File: src/uerr_pkg.sv
// constants for the usb error flag and transaction status block
package uerr_pkg;
  // register offsets (byte addresses on the plain register port)
  localparam logic [7:0] ERR_FLAG_OFS = 8'h00;
  localparam logic [7:0] ERR_EN_OFS = 8'h04;
  localparam logic [7:0] STAT_OFS = 8'h08;
  localparam logic [7:0] MAIN_IRQ_OFS = 8'h0c;
  localparam logic [7:0] MAIN_IRQ_EN_OFS = 8'h10;
  localparam logic [7:0] CTRL_OFS = 8'h14;
  // error flag bit positions
  localparam int BIT_STUFF_BIT = 7;
  localparam int BUF_ADDR_BIT = 6;
  localparam int MEM_ACCESS_BIT = 5;
  localparam int TURNAROUND_BIT = 4;
  localparam int PARTIAL_BYTE_BIT = 3;
  localparam int DATA_CRC_BIT = 2;
  localparam int TOKEN_CRC_EOF_BIT = 1;
  localparam int PACKET_ID_BIT = 0;
  localparam int NUM_ERR = 8;
  // main interrupt register fields
  localparam int TOKEN_DONE_BIT = 3;
  localparam int ERR_SUMMARY_BIT = 1;
  // control register fields
  localparam int HOST_MODE_BIT = 0;
  // status register fields
  localparam int STAT_EP_LSB = 4;
  localparam int STAT_DIR_BIT = 3;
  localparam int STAT_BANK_BIT = 2;
  localparam int STAT_ENTRY_W = 6;
  localparam int STAT_DEPTH = 4;
  // reset values
  localparam logic [7:0] ERR_RESET = 8'h00;
  localparam logic [7:0] EN_RESET = 8'h00;
  // turnaround timing: 16 full-speed bit times at 12 Mbit/s
  localparam int TURNAROUND_BIT_TIMES = 16;
  localparam int CLK_HZ = 50000000;
  localparam int BIT_HZ = 12000000;
  localparam int TURNAROUND_CYCLES = (TURNAROUND_BIT_TIMES * CLK_HZ + BIT_HZ - 1) / BIT_HZ;
endpackage

File: src/uerr_stat_fifo.sv
// four-entry transaction status fifo with head presented combinationally
`timescale 1ns/1ns
`default_nettype none
module uerr_stat_fifo #(
  parameter int WIDTH = 6,
  parameter int DEPTH = 4
) (
  input wire logic clock_i, // system clock
  input wire logic rst_i, // async reset, active high
  input wire logic push_i, // write one entry
  input wire logic [WIDTH-1:0] push_data_i, // entry to write
  input wire logic pop_i, // drop head entry
  output logic [WIDTH-1:0] head_o, // head entry
  output logic empty_o, // no entries held
  output logic full_o, // all entries held
  output logic [$clog2(DEPTH):0] count_o // entries held
);
  localparam int PW = $clog2(DEPTH);
  logic [WIDTH-1:0] mem_q [DEPTH];
  logic [PW-1:0] wr_q;
  logic [PW-1:0] rd_q;
  logic [PW:0] cnt_q;
  logic do_push;
  logic do_pop;

  // a push into a full fifo is dropped unless a pop frees a slot in the same cycle; pop only when non-empty
  assign do_pop = pop_i && (cnt_q != '0);
  assign do_push = push_i && ((cnt_q != DEPTH[PW:0]) || do_pop);

  // entry storage
  always_ff @(posedge clock_i)
  begin
    if (do_push)
    begin
      mem_q[wr_q] <= push_data_i;
    end
  end

  // pointers and fill count
  always_ff @(posedge clock_i or posedge rst_i)
  begin
    if (rst_i)
    begin
      wr_q <= '0;
      rd_q <= '0;
      cnt_q <= '0;
    end
    else
    begin
      if (do_push)
      begin
        wr_q <= wr_q + 1'b1;
      end
      if (do_pop)
      begin
        rd_q <= rd_q + 1'b1;
      end
      if (do_push && !do_pop)
      begin
        cnt_q <= cnt_q + 1'b1;
      end
      else if (do_pop && !do_push)
      begin
        cnt_q <= cnt_q - 1'b1;
      end
    end
  end

  assign head_o = (cnt_q == '0) ? '0 : mem_q[rd_q];
  assign empty_o = (cnt_q == '0);
  assign full_o = (cnt_q == DEPTH[PW:0]);
  assign count_o = cnt_q;
endmodule
`default_nettype wire

File: src/uerr_top.sv
// usb error flags, error enables, summary interrupt and transaction status
// Functional notes
// - bit 7 flag set when a packet is rejected for bit stuffing
// - bit 6 flag set on invalid descriptor table or buffer address
// - bit 5 flag set on bus overflow, underflow or truncated packet
// - bit 4 flag set after over 16 idle bit times without response
// - bit 3 flag set when data field is not whole bytes
// - bit 2 flag set and data packet rejected on crc16 failure
// - peripheral mode: bit 1 flags token crc5 failure
// - host mode: bit 1 flags frame countdown zero during activity
// - bit 0 flag set when the packet id complement check fails
// - flags reset zero, hardware sets, write one clears, zero leaves
// - read-write enable per flag, reset zero, bit 1 mode dependent
// - enabled errors reach irq line only with summary enable bit 1
// - bits 31-8 of three registers and status bits 1-0 read zero
// - status bits 7-4 give last endpoint number in binary
// - status bit 3 is one for transmit, zero for receive
// - status bit 2 is one for odd bank, zero for even
// - status entries kept in a four-deep fifo, head readable
// - clearing token-complete pops the status fifo head
// - token-complete flag at main interrupt bit 3 set per token
// - summary error flag set only by enabled error flags
`timescale 1ns/1ns
`default_nettype none
module uerr_top #(
  parameter int TURNAROUND_CYCLES = uerr_pkg::TURNAROUND_CYCLES,
  parameter int STAT_DEPTH = uerr_pkg::STAT_DEPTH
) (
  input wire logic clock_i, // system clock, 50 MHz
  input wire logic rst_i, // async reset, active high
  // register port
  input wire logic [7:0] addr_i, // byte address
  input wire logic [31:0] wdata_i, // write data
  input wire logic wr_i, // write strobe
  input wire logic rd_i, // read strobe
  output logic [31:0] rdata_o, // read data, cycle after rd_i
  // packet engine events, one-cycle pulses
  input wire logic bit_stuff_err_i, // packet rejected for bit stuffing
  input wire logic buf_addr_err_i, // invalid descriptor or buffer address
  input wire logic mem_late_grant_i, // bus grant too late, over/underflow
  input wire logic mem_truncate_i, // buffer too small, packet truncated
  input wire logic partial_byte_err_i, // data field not whole bytes
  input wire logic data_crc_fail_i, // crc16 check failed
  input wire logic token_crc_fail_i, // crc5 check failed on token
  input wire logic pid_check_fail_i, // pid complement check failed
  // link timing inputs
  input wire logic eop_i, // end of packet seen, pulse
  input wire logic bus_idle_i, // line is idle this cycle
  input wire logic resp_seen_i, // expected response began
  input wire logic frame_count_zero_i, // frame start countdown hit zero
  input wire logic xfer_active_i, // transmit or receive in progress
  // transaction completion
  input wire logic token_done_i, // token processing finished, pulse
  input wire logic [3:0] done_endpoint_i, // endpoint of finished token
  input wire logic done_tx_i, // 1 transmit, 0 receive
  input wire logic done_odd_i, // 1 odd bank, 0 even bank
  // outputs
  output logic data_reject_o, // data packet rejected, pulse
  output logic host_mode_o, // host mode selected
  output logic controller_irq_line_o, // error interrupt line
  output logic stat_full_o // status fifo full
);
  logic [7:0] error_flag_q;
  logic [7:0] error_enable_q;
  logic [7:0] err_event;
  logic token_done_flag_q;
  logic error_summary_enable_q;
  logic host_mode_q;
  logic [31:0] rdata_q;
  logic [31:0] rdata_d;
  // turnaround watchdog states, one-hot
  typedef enum logic [1:0] {
    TA_IDLE = 2'b01,
    TA_WAIT = 2'b10
  } uerr_ta_state_e;
  uerr_ta_state_e ta_state_q;
  uerr_ta_state_e ta_state_d;
  logic [15:0] idle_cnt_q;
  logic wait_resp;
  logic timeout_evt;
  logic data_reject_q;
  logic stat_pop;
  logic stat_empty;
  logic [uerr_pkg::STAT_ENTRY_W-1:0] stat_head;
  logic [uerr_pkg::STAT_ENTRY_W-1:0] stat_push_data;
  logic [$clog2(STAT_DEPTH):0] stat_count;
  logic wr_err;
  logic wr_en;
  logic wr_mirq;
  logic wr_mien;
  logic wr_ctrl;
  logic clr_token_done;
  logic error_summary_flag;
  logic [31:0] err_flag_word;
  logic [31:0] err_en_word;
  logic [31:0] stat_word;
  logic [31:0] main_irq_word;
  logic [31:0] main_irq_en_word;
  logic [31:0] ctrl_word;

  // write decodes
  assign wr_err = wr_i && (addr_i == uerr_pkg::ERR_FLAG_OFS);
  assign wr_en = wr_i && (addr_i == uerr_pkg::ERR_EN_OFS);
  assign wr_mirq = wr_i && (addr_i == uerr_pkg::MAIN_IRQ_OFS);
  assign wr_mien = wr_i && (addr_i == uerr_pkg::MAIN_IRQ_EN_OFS);
  assign wr_ctrl = wr_i && (addr_i == uerr_pkg::CTRL_OFS);
  assign clr_token_done = wr_mirq && wdata_i[uerr_pkg::TOKEN_DONE_BIT];

  // next watchdog state: armed by an eop, disarmed by traffic or a timeout
  always_comb
  begin
    ta_state_d = ta_state_q;
    case (ta_state_q)
      TA_IDLE:
      begin
        if (eop_i)
        begin
          ta_state_d = TA_WAIT;
        end
      end
      TA_WAIT:
      begin
        if (eop_i)
        begin
          ta_state_d = TA_WAIT;
        end
        else if (resp_seen_i || !bus_idle_i || timeout_evt)
        begin
          ta_state_d = TA_IDLE;
        end
      end
      default: ta_state_d = TA_IDLE;
    endcase
  end

  // watchdog state register
  always_ff @(posedge clock_i or posedge rst_i)
  begin
    if (rst_i)
    begin
      ta_state_q <= TA_IDLE;
    end
    else
    begin
      ta_state_q <= ta_state_d;
    end
  end
  assign wait_resp = (ta_state_q == TA_WAIT);

  // idle cycles counted while waiting; a new eop restarts the count
  always_ff @(posedge clock_i or posedge rst_i)
  begin
    if (rst_i)
    begin
      idle_cnt_q <= '0;
    end
    else if (eop_i || (ta_state_d != TA_WAIT))
    begin
      idle_cnt_q <= '0;
    end
    else
    begin
      idle_cnt_q <= idle_cnt_q + 16'h0001;
    end
  end
  // fires once the idle span exceeds the turnaround window
  assign timeout_evt = wait_resp && bus_idle_i && !resp_seen_i && !eop_i
    && (idle_cnt_q >= TURNAROUND_CYCLES[15:0]);

  // hardware error events by flag position
  always_comb
  begin
    err_event = 8'h00;
    err_event[uerr_pkg::BIT_STUFF_BIT] = bit_stuff_err_i;
    err_event[uerr_pkg::BUF_ADDR_BIT] = buf_addr_err_i;
    err_event[uerr_pkg::MEM_ACCESS_BIT] = mem_late_grant_i || mem_truncate_i;
    err_event[uerr_pkg::TURNAROUND_BIT] = timeout_evt;
    err_event[uerr_pkg::PARTIAL_BYTE_BIT] = partial_byte_err_i;
    err_event[uerr_pkg::DATA_CRC_BIT] = data_crc_fail_i;
    // bit 1 means token crc in peripheral mode, frame end in host mode
    err_event[uerr_pkg::TOKEN_CRC_EOF_BIT] = host_mode_q
      ? (frame_count_zero_i && xfer_active_i)
      : token_crc_fail_i;
    err_event[uerr_pkg::PACKET_ID_BIT] = pid_check_fail_i;
  end

  // sticky error flags: write one clears, a new event wins over a clear
  genvar gi;
  generate
    for (gi = 0; gi < uerr_pkg::NUM_ERR; gi++)
    begin : g_flag
      always_ff @(posedge clock_i or posedge rst_i)
      begin
        if (rst_i)
        begin
          error_flag_q[gi] <= uerr_pkg::ERR_RESET[gi];
        end
        else if (err_event[gi])
        begin
          error_flag_q[gi] <= 1'b1;
        end
        else if (wr_err && wdata_i[gi])
        begin
          error_flag_q[gi] <= 1'b0;
        end
      end
    end
  endgenerate

  // data packet rejection pulse on crc16 failure
  always_ff @(posedge clock_i or posedge rst_i)
  begin
    if (rst_i)
    begin
      data_reject_q <= 1'b0;
    end
    else
    begin
      data_reject_q <= data_crc_fail_i;
    end
  end

  // error enables, summary enable and mode control
  always_ff @(posedge clock_i or posedge rst_i)
  begin
    if (rst_i)
    begin
      error_enable_q <= uerr_pkg::EN_RESET;
      error_summary_enable_q <= 1'b0;
      host_mode_q <= 1'b0;
    end
    else
    begin
      if (wr_en)
      begin
        error_enable_q <= wdata_i[7:0];
      end
      if (wr_mien)
      begin
        error_summary_enable_q <= wdata_i[uerr_pkg::ERR_SUMMARY_BIT];
      end
      if (wr_ctrl)
      begin
        host_mode_q <= wdata_i[uerr_pkg::HOST_MODE_BIT];
      end
    end
  end

  // summary flag follows only unmasked error flags
  assign error_summary_flag = |(error_flag_q & error_enable_q);
  // the line needs the summary enable as well
  assign controller_irq_line_o = error_summary_flag && error_summary_enable_q;

  // token-complete flag: set per token, refilled while fifo holds entries
  always_ff @(posedge clock_i or posedge rst_i)
  begin
    if (rst_i)
    begin
      token_done_flag_q <= 1'b0;
    end
    else if (token_done_i)
    begin
      token_done_flag_q <= 1'b1;
    end
    else if (clr_token_done && token_done_flag_q)
    begin
      token_done_flag_q <= (stat_count > 1);
    end
    else if (!stat_empty)
    begin
      token_done_flag_q <= 1'b1;
    end
  end

  // pop only when software clears a set flag
  assign stat_pop = clr_token_done && token_done_flag_q;
  assign stat_push_data = {done_endpoint_i, done_tx_i, done_odd_i};

  uerr_stat_fifo #(
    .WIDTH(uerr_pkg::STAT_ENTRY_W),
    .DEPTH(STAT_DEPTH)
  ) u_stat_fifo (
    .clock_i(clock_i),
    .rst_i(rst_i),
    .push_i(token_done_i),
    .push_data_i(stat_push_data),
    .pop_i(stat_pop),
    .head_o(stat_head),
    .empty_o(stat_empty),
    .full_o(stat_full_o),
    .count_o(stat_count)
  );

  // register read words; unimplemented bits read zero
  always_comb
  begin
    err_flag_word = 32'h0000_0000;
    err_en_word = 32'h0000_0000;
    stat_word = 32'h0000_0000;
    main_irq_word = 32'h0000_0000;
    main_irq_en_word = 32'h0000_0000;
    ctrl_word = 32'h0000_0000;
    err_flag_word[7:0] = error_flag_q;
    err_en_word[7:0] = error_enable_q;
    stat_word[7:uerr_pkg::STAT_EP_LSB] = stat_head[5:2];
    stat_word[uerr_pkg::STAT_DIR_BIT] = stat_head[1];
    stat_word[uerr_pkg::STAT_BANK_BIT] = stat_head[0];
    main_irq_word[uerr_pkg::TOKEN_DONE_BIT] = token_done_flag_q;
    main_irq_word[uerr_pkg::ERR_SUMMARY_BIT] = error_summary_flag;
    main_irq_en_word[uerr_pkg::ERR_SUMMARY_BIT] = error_summary_enable_q;
    ctrl_word[uerr_pkg::HOST_MODE_BIT] = host_mode_q;
  end

  // read mux; unmapped addresses read zero
  always_comb
  begin
    rdata_d = 32'h0000_0000;
    case (addr_i)
      uerr_pkg::ERR_FLAG_OFS: rdata_d = err_flag_word;
      uerr_pkg::ERR_EN_OFS: rdata_d = err_en_word;
      uerr_pkg::STAT_OFS: rdata_d = stat_word;
      uerr_pkg::MAIN_IRQ_OFS: rdata_d = main_irq_word;
      uerr_pkg::MAIN_IRQ_EN_OFS: rdata_d = main_irq_en_word;
      uerr_pkg::CTRL_OFS: rdata_d = ctrl_word;
      default: rdata_d = 32'h0000_0000;
    endcase
  end

  // read data register, valid only the cycle after a read
  always_ff @(posedge clock_i or posedge rst_i)
  begin
    if (rst_i)
    begin
      rdata_q <= 32'h0000_0000;
    end
    else if (rd_i)
    begin
      rdata_q <= rdata_d;
    end
    else
    begin
      rdata_q <= 32'h0000_0000;
    end
  end

  assign rdata_o = rdata_q;
  assign data_reject_o = data_reject_q;
  assign host_mode_o = host_mode_q;
endmodule
`default_nettype wire

File: config.mk
export PLATFORM = sky130hd
export DESIGN_NAME = uerr_top
export DESIGN_NICKNAME = d
export VERILOG_FILES = /design/src/uerr_pkg.sv /design/src/uerr_stat_fifo.sv /design/src/uerr_top.sv
export SDC_FILE = /design/constraint.sdc
export NUM_CORES = 1
export LEC_CHECK = 0
export BUFFER_PORTS_ARGS = -buffer_cell sky130_fd_sc_hd__buf_2
export CAP_MARGIN = 20
export CORE_MARGIN = 2
export CORE_UTILIZATION = 58
export DETAILED_ROUTE_END_ITERATION = 12
export GPL_TIMING_DRIVEN = 0
export PLACE_DENSITY = 0.86
export SYNTH_ARGS = -nofsm -noshare
export SYNTH_HDL_FRONTEND = slang
export SYNTH_SLANG_ARGS = --single-unit
File: constraint.sdc
create_clock -name clock_i -period 4.5 [get_ports clock_i]
set_input_delay 0.45 -clock clock_i [delete_from_list [all_inputs] [get_ports clock_i]]
set_output_delay 0.45 -clock clock_i [all_outputs]
set_load 0.02 [all_outputs]
==> results.sh, run 1 <==
export IMPL_slew_headroom=0.5372
export IMPL_power_density_mw_per_mm2=407.7
export IMPL_crit_fanout=7
export IMPL_postSynthAreaPerCell_um2=12.35
export IMPL_grt_max_degree=29
export IMPL_die_h_um=87.07
export IMPL_fin_worst_skew_ns=0.009596
export IMPL_startpoint_type="input port"
export IMPL_cts_sinks=77
export IMPL_ys_async_sr_fraction=0.6883
export IMPL_critPathCaptureType="register"
export IMPL_io_pins=100
export IMPL_nets=486
export IMPL_r2r_end="idle_cnt_q[10]$_DFF_PP0_"
export IMPL_final_setup_worst_slack_ns=2.462
export IMPL_status="finished clean"
export IMPL_grt_usage=0.2235
export IMPL_dr_total_vias=2830
export IMPL_reg2reg_depth=6
export IMPL_fmax_ghz=0.4907
export IMPL_dpl_worst_slack_ns=2.111
export IMPL_syn_inst=324
export IMPL_antenna_found_initial=0
export IMPL_utilization=0.6998
export IMPL_die_w_um=87.07
export IMPL_ff_latch_area_mm2=0.002048
export IMPL_tns_ns=0
export IMPL_critPathLaunch="addr_i[5]"
export IMPL_antenna_left=0
export IMPL_start_util=0.5957
export IMPL_clk_path_buf_depth=2
export IMPL_use_met2=0.3657
export IMPL_required_ns=4.73
export IMPL_static_leakage_power_nw=1.988
export IMPL_worstSetupPathType="input port to register"
export IMPL_hpwl_mm=5.614
export IMPL_holdBufCountCts=0
export IMPL_grt_pass1_wl_mm=12.73
export IMPL_slew_violations=0
export IMPL_drt_iter0_drc=234
export IMPL_antenna_cells=0
export IMPL_drt_wl_total_mm=7.982
export IMPL_multi_input_area_mm2=0.001729
export IMPL_grt_ovfl_total=0
export IMPL_synth_edf_count=24
export IMPL_gp_congestion=0.8023
export IMPL_cts_setup_buffers=0
export IMPL_finalCritPeriodShare=0.4529
export IMPL_holdCritPathClass="input port to asynchronous set/reset pin"
export IMPL_cts_clk_slew_worst_paths_ns=0.08
export IMPL_drive_gt1_frac=0.3325
export IMPL_crit_chain="buf_2, or3_4, nor4_4, o21a_2, ha_1, mux2i_1, nor2_1, xor2_1"
export IMPL_finalSetupViolations=0
export IMPL_clk_latency_ns=0.36
export IMPL_final_cell_mix="52 x buf_2, 52 x dfrtp_1, 24 x buf_4, 24 x conb_1, 24 x edfxtp_1"
export IMPL_grt_util_met3=0.05782
export IMPL_wire_per_inst_um=16.13
export IMPL_ys_ff_latch=77
export IMPL_yosys_warnings=0
export IMPL_synth_ff_type="dfrtp_1"
export IMPL_ir_drop_uv=232.6
export IMPL_place_inst=478
export IMPL_grt_setup_unrepaired="false"
export IMPL_synth_seq_area_share=0.5117
export IMPL_crit_path_max_incr_delay_ns=0.42
export IMPL_drc_errors=0
export IMPL_synthDistinctLibCells=59
export IMPL_cap_violations=0
export IMPL_cts_buffers=9
export IMPL_busiest_layer="met2"
export IMPL_io_buffers=50
export IMPL_arrival_ns=2.27
export IMPL_root_buffer="clkbuf_8"
export IMPL_globalRouteMet1Util=0.2764
export IMPL_rr_startpoint="ta_state_q[0]$_DFF_PP1_"
export IMPL_cts_tree="done"
export IMPL_vias_per_cell=5.717
export IMPL_cts_htree_levels=3
export IMPL_final_hold_violation_count=0
export IMPL_syn_area_mm2=0.004003
export IMPL_cp_slowest_cell="or3_4"
export IMPL_dieArea_mm2=0.007581
export IMPL_period_minus_slack_ns=2.038
export IMPL_area_growth_pct=17.47
export IMPL_grt_pass1_vias=2633
export IMPL_worstMarginPinSlew_ns=0.6878
export IMPL_n_fill_cell=453
export IMPL_firstDrtPassIters=5
export IMPL_cts_resized=0
export IMPL_coreArea_mm2=0.006719
export IMPL_rows=30
export IMPL_fin_cells=495
export IMPL_ff2ff_setup_slack_ns=2.57
==> state kept, by name (all words and copies together), names as in the netlist <==
signal,count
data_reject_o,1
err_flag_word,8
error_enable_q,8
error_summary_enable_q,1
host_mode_o,1
idle_cnt_q,16
rdata_o,8
ta_state_q,2
token_done_flag_q,1
u_stat_fifo.count_o,3
u_stat_fifo.mem_q,24
u_stat_fifo.rd_q,2
u_stat_fifo.wr_q,2
==> cell type report <==
cell class / count / area share
timing repair buffer: 52 / 0.05854
tap: 80 / 0.02129
sequential: 77 / 0.4356
multi-input combinational: 221 / 0.3677
inverter: 15 / 0.01197
clock buffer: 10 / 0.02714
clock inverter: 6 / 0.02342
buffer: 34 / 0.05428
==> metal layers <==
layer  vias up  routed length [um]
met5         -                   0
met3        23                 584
met4         0                 218
met1      1361                3169
met2       121                4009
li1       1325                   -
==> kinds of logic after synthesis <==
group | Yosys count | share of synthesized area
simple gates | 89 | 0.1394
flops | 77 | 0.5117
compound gates | 57 | 0.1191
buf+inv | 49 | 0.07783
xor+xnor | 20 | 0.04376
mux | 19 | 0.06971
fa+ha+maj | 12 | 0.03751
other cells | 1 | 0.0009369
==> critical path: cells and delay by family <==
| family | cells | cell delay (ns) |
|---|---|---|
| muxes | 1 | 0.19 |
| buffers and inverters | 1 | 0.11 |
| xor gates and xnor gates | 1 | 0.14 |
| AOI/OAI and AO/OA | 1 | 0.27 |
| and+or+nand+nor | 3 | 0.89 |
| adders and majority gates | 1 | 0.22 |
==> how the worst max path moves through the flow <==
stage / endpoint / slack, ns / cells past startpoint
5_1_grt: u_stat_fifo.count_o[2]$_DFFE_PP0P_ / 2.38 / 8
2_1_floorplan: u_stat_fifo.count_o[2]$_DFFE_PP0P_ / 2.43 / 7
6_report: u_stat_fifo.count_o[2]$_DFFE_PP0P_ / 2.46 / 8
4_1_cts: u_stat_fifo.count_o[2]$_DFFE_PP0P_ / 2.48 / 8
3_5_place_dp: u_stat_fifo.count_o[2]$_DFFE_PP0P_ / 2.11 / 8
3_3_place_gp: u_stat_fifo.wr_q[1]$_DFFE_PP0P_ / 2.13 / 2
==> report_power, final <==
part	internal, W	switching, W	total, W
Combinational	0.000168	0.000260	0.000428
Sequential	0.000814	0.0000500	0.000864
Clock	0.000369	0.000257	0.000625
==> per-stage QoR <==
step | hold WS, ns | total power, W | area, um^2
floorplan | 0.4680 | 0.001190 | 4089
global placement | 0.4943 | 0.001276 | 4439
detailed placement | 0.5044 | 0.001301 | 4459
CTS | 0.1658 | 0.001923 | 4697
global route | 0.1983 | 0.002013 | 4702
finish | 0.1475 | 0.001917 | 4702
==> Yosys cell counts, types with 2 or more instances <==
library cell,number,area (um^2)
a31oi_1,3,18.77
a211oi_2,10,125.1
nor3_4,2,32.53
nor2_1,11,41.29
mux2i_1,2,20.02
a21oi_1,2,10.01
buf_6,2,22.52
a32oi_1,2,17.52
clkbuf_8,2,27.53
nand4_1,9,56.30
buf_2,2,10.01
nor4_1,4,25.02
nand2_1,18,67.56
inv_1,15,56.30
edfxtp_1,24,720.7
ha_1,12,150.1
clkbuf_1,3,11.26
and2_1,8,50.05
mux2_2,11,123.9
nand2b_1,3,18.77
a21o_1,5,37.54
a211oi_1,6,45.04
nand3_1,13,65.06
nor3_1,4,20.02
buf_4,24,180.2
xnor2_1,9,78.83
a22oi_1,9,67.56
mux4_2,6,135.1
and4_1,3,26.28
or4_4,2,22.52
a211o_1,2,17.52
dfrtp_1,52,1301
o21ai_0,4,20.02
a22o_1,5,43.79
xor2_1,11,96.34
(Power assumes the default switching activity.)
==> run 2: changes to the inputs <==
--- a/config.mk
+++ b/config.mk
@@ -5,13 +5,14 @@
 export SDC_FILE = /design/constraint.sdc
 export NUM_CORES = 1
 export LEC_CHECK = 0
+export ABC_AREA = 1
 export BUFFER_PORTS_ARGS = -buffer_cell sky130_fd_sc_hd__buf_2
 export CAP_MARGIN = 20
 export CORE_MARGIN = 2
-export CORE_UTILIZATION = 58
+export CORE_UTILIZATION = 48
 export DETAILED_ROUTE_END_ITERATION = 12
 export GPL_TIMING_DRIVEN = 0
-export PLACE_DENSITY = 0.86
+export PLACE_DENSITY = 0.76
 export SYNTH_ARGS = -nofsm -noshare
 export SYNTH_HDL_FRONTEND = slang
 export SYNTH_SLANG_ARGS = --single-unit
==> constraint.sdc (replaced) <==
create_clock -name clock_i -period 1.64 [get_ports clock_i]
set_input_delay 0.164 -clock clock_i [delete_from_list [all_inputs] [get_ports clock_i]]
set_output_delay 0.164 -clock clock_i [all_outputs]
set_load 0.02 [all_outputs]
==> results.sh, run 2 <==
export IMPL_fmax_ghz=0.5394
export IMPL_clockPowerShare=0.249
export IMPL_yosys_warnings=0
export IMPL_arrival_ns=2.10
export IMPL_ys_ff_latch=77
export IMPL_slew_violations=0
export IMPL_placed_cell_area_mm2=0.004574
export IMPL_rows=33
export IMPL_cts_clk_slew_worst_paths_ns=0.09
export IMPL_n_fill_cell=621
export IMPL_holdCritPathClass="input port to register"
export IMPL_internal_power_w=0.004172
export IMPL_largest_reg_flops=24
export IMPL_worstMarginPinSlew_ns=0.6529
export IMPL_synthTopCellsByArea="dfrtp_1 32%, edfxtp_1 18%, inv_1 5.9%, nand2_1 5.2%, buf_4 4.5%"
export IMPL_synth_top_cell_area_share=0.3221
export IMPL_netlist_top_cells_count="63 x inv_1, 56 x nand2_1, 52 x dfrtp_1"
export IMPL_vias_per_cell=5.024
export IMPL_coreArea_mm2=0.008175
export IMPL_area_growth_pct=31.00
export IMPL_static_leakage_power_nw=2.622
export IMPL_synth_ff_type="dfrtp_1"
export IMPL_cts_htree_levels=3
export IMPL_grt_pass1_vias=3169
export IMPL_hold_slack_ns=0.02151
export IMPL_top_register="u_stat_fifo.mem_q"
export IMPL_period_minus_slack_ns=1.854
export IMPL_drt_iter0_drc=221
export IMPL_postSynthAreaPerCell_um2=9.396
export IMPL_dr_total_vias=3296
export IMPL_final_cell_mix="56 x inv_1, 55 x nand2_1, 51 x buf_2, 51 x dfrtp_1, 45 x buf_4"
export IMPL_ir_drop_uv=594.1
export IMPL_die_w_um=95.75
export IMPL_wire_per_inst_um=14.69
export IMPL_seqPwrFrac=0.367
export IMPL_grt_usage=0.2089
export IMPL_drt_met1_wl_mm=4.088
export IMPL_p_sw_w=0.002257
export IMPL_firstDrtPassIters=5
export IMPL_synth_seq_area_share=0.5070
export IMPL_syn_inst=430
export IMPL_startpoint_type="register"
export IMPL_synth_most_common_cell="inv_1"
export IMPL_dpl_worst_slack_ns=-0.4547
export IMPL_drive_gt1_frac=0.3430
export IMPL_clk_latency_ns=0.36
export IMPL_io_pins=100
export IMPL_clk_path_buf_depth=2
export IMPL_drt_wl_total_mm=9.639
export IMPL_cts_tree="done"
export IMPL_stdcell_area_mm2=0.005293
export IMPL_grt_ovfl_total=0
export IMPL_violations="negative setup slack"
export IMPL_synthDistinctLibCells=43
export IMPL_ff_latch_area_mm2=0.002049
export IMPL_final_common_cell="inv_1"
export IMPL_antenna_cells=0
export IMPL_grt_pass1_wl_mm=14.51
export IMPL_die_h_um=95.75
export IMPL_highest_signal_layer="met4"
export IMPL_grt_max_degree=28
export IMPL_top_regs="u_stat_fifo.mem_q x24, idle_cnt_q x16"
export IMPL_dieArea_mm2=0.009167
export IMPL_required_ns=1.88
export IMPL_slew_headroom=0.5641
export IMPL_ys_async_sr_fraction=0.6883
export IMPL_min_to="err_flag_word[0]$_DFFE_PP0P_"
export IMPL_rr_startpoint="u_stat_fifo.count_o[0]$_DFFE_PP0P_"
export IMPL_status="finished, violations left"
export IMPL_gp_congestion=0.9394
export IMPL_syn_area_mm2=0.004040
export IMPL_power_density_mw_per_mm2=1215
export IMPL_io_buffers=51
export IMPL_utilization=0.6474
export IMPL_antenna_left=0
export IMPL_combPwrFrac=0.384
export IMPL_hp_start="pid_check_fail_i"
export IMPL_final_hold_violation_count=0
export IMPL_worstSetupPathType="register to register"
export IMPL_crit_fanout=5
export IMPL_hpwl_mm=6.090
export IMPL_grt_setup_unrepaired="true"
export IMPL_cts_sinks=77
export IMPL_wl_met2_mm=4.722
export IMPL_fin_worst_skew_ns=0.007610
export IMPL_reg2reg_depth=14
export IMPL_min_path_cells=2
export IMPL_switching_share=0.3511
export IMPL_final_setup_worst_slack_ns=-0.2138
export IMPL_ff2ff_setup_slack_ns=-0.21
export IMPL_tns_ns=-5.521
export IMPL_start_util=0.4942
export IMPL_nets=622
export IMPL_drc_errors=0
export IMPL_cap_violations=0
export IMPL_wl_met3_um=541
export IMPL_antenna_found_initial=0
export IMPL_cts_buffers=9
export IMPL_multi_input_area_mm2=0.001797
export IMPL_synth_edf_count=24
export IMPL_synth_largest_area_cell="dfrtp_1"
export IMPL_finalCritPeriodShare=1.130
export IMPL_finalSetupViolations=38
export IMPL_critPathCaptureType="register"
export IMPL_root_buffer="clkbuf_8"
export IMPL_r2r_end="u_stat_fifo.count_o[2]$_DFFE_PP0P_"
[run 2: cell families after synthesis]
family | synth area share
DFF | 0.5070
other | 0.0009282
xor gates and xnor gates | 0.03685
buffers and inverters | 0.1195
AOI/OAI and AO/OA | 0.09137
adders and majority gates | 0.03716
and+or+nand+nor | 0.2072
[run 2: worst max-delay path by stage]
stage	start	to	slack, ns	depth (start not counted)
after global placement	rst_i	err_flag_word[7]$_DFFE_PP0P_	-0.50	2
after detailed placement	addr_i[7]	u_stat_fifo.mem_q[2][5]$_DFFE_PP_	-0.45	10
after CTS	u_stat_fifo.count_o[0]$_DFFE_PP0P_	u_stat_fifo.count_o[2]$_DFFE_PP0P_	-0.12	15
final	u_stat_fifo.count_o[0]$_DFFE_PP0P_	u_stat_fifo.count_o[2]$_DFFE_PP0P_	-0.21	14
after floorplan	u_stat_fifo.count_o[0]$_DFFE_PP0P_	u_stat_fifo.count_o[2]$_DFFE_PP0P_	-0.18	14
after global routing	u_stat_fifo.count_o[1]$_DFFE_PP0P_	u_stat_fifo.count_o[2]$_DFFE_PP0P_	-0.32	14
[run 2: final cells by class]
type,instances,area share
inverters,71,0.05225
well taps,105,0.02482
clock buffers,9,0.02340
repair buffers,82,0.1102
clock inverters,7,0.01844
flip-flops and latches,77,0.3872
plain buffers,29,0.04421
multi-input cells,276,0.3395
[run 2: stage by stage]
stage,power [W],std cells
global placement,0.003754,609
detailed placement,0.003839,610
CTS,0.005992,650
floorplan,0.003489,453
global route,0.006720,656
finish,0.006429,656
[run 2: worst max-delay path: stages (launching register included)]
cell      delay (ns)
dfrtp_2         0.43
inv_2           0.08
ha_4            0.13
inv_2           0.04
nor2_4          0.11
inv_2           0.06
nand2_4         0.07
nand2_4         0.05
nand2_4         0.10
clkinv_4        0.06
ha_4            0.24
nor2_2          0.08
o21ai_1         0.08
xor2_1          0.16
inv_1           0.05
[run 2: timing repair]
item / in CTS / in global routing
gates resized for setup: 24 / 26
pin swaps: 16 / 17
hold endpoints to repair: 30 / 0
buffers inserted: 16 / 6
gates cloned: 2 / 0
hold buffers: 6 / 0
setup endpoints to repair: 39 / 50
[run 2: power groups by stage]
stage | registers (W) | clock network (W) | logic (W)
detailed placement | 0.00240 | 0 | 0.00144
global placement | 0.00238 | 0 | 0.00137
CTS | 0.00235 | 0.00161 | 0.00203
floorplan | 0.00237 | 0 | 0.00112
finish | 0.00236 | 0.00160 | 0.00247
global route | 0.00238 | 0.00169 | 0.00265
[run 2: routing by layer]
layer,GRT usage,up-vias
li1,-,1588
met1,0.2676,1566
met2,0.3456,120
met3,0.03994,22
met4,0.09286,0
met5,0,-
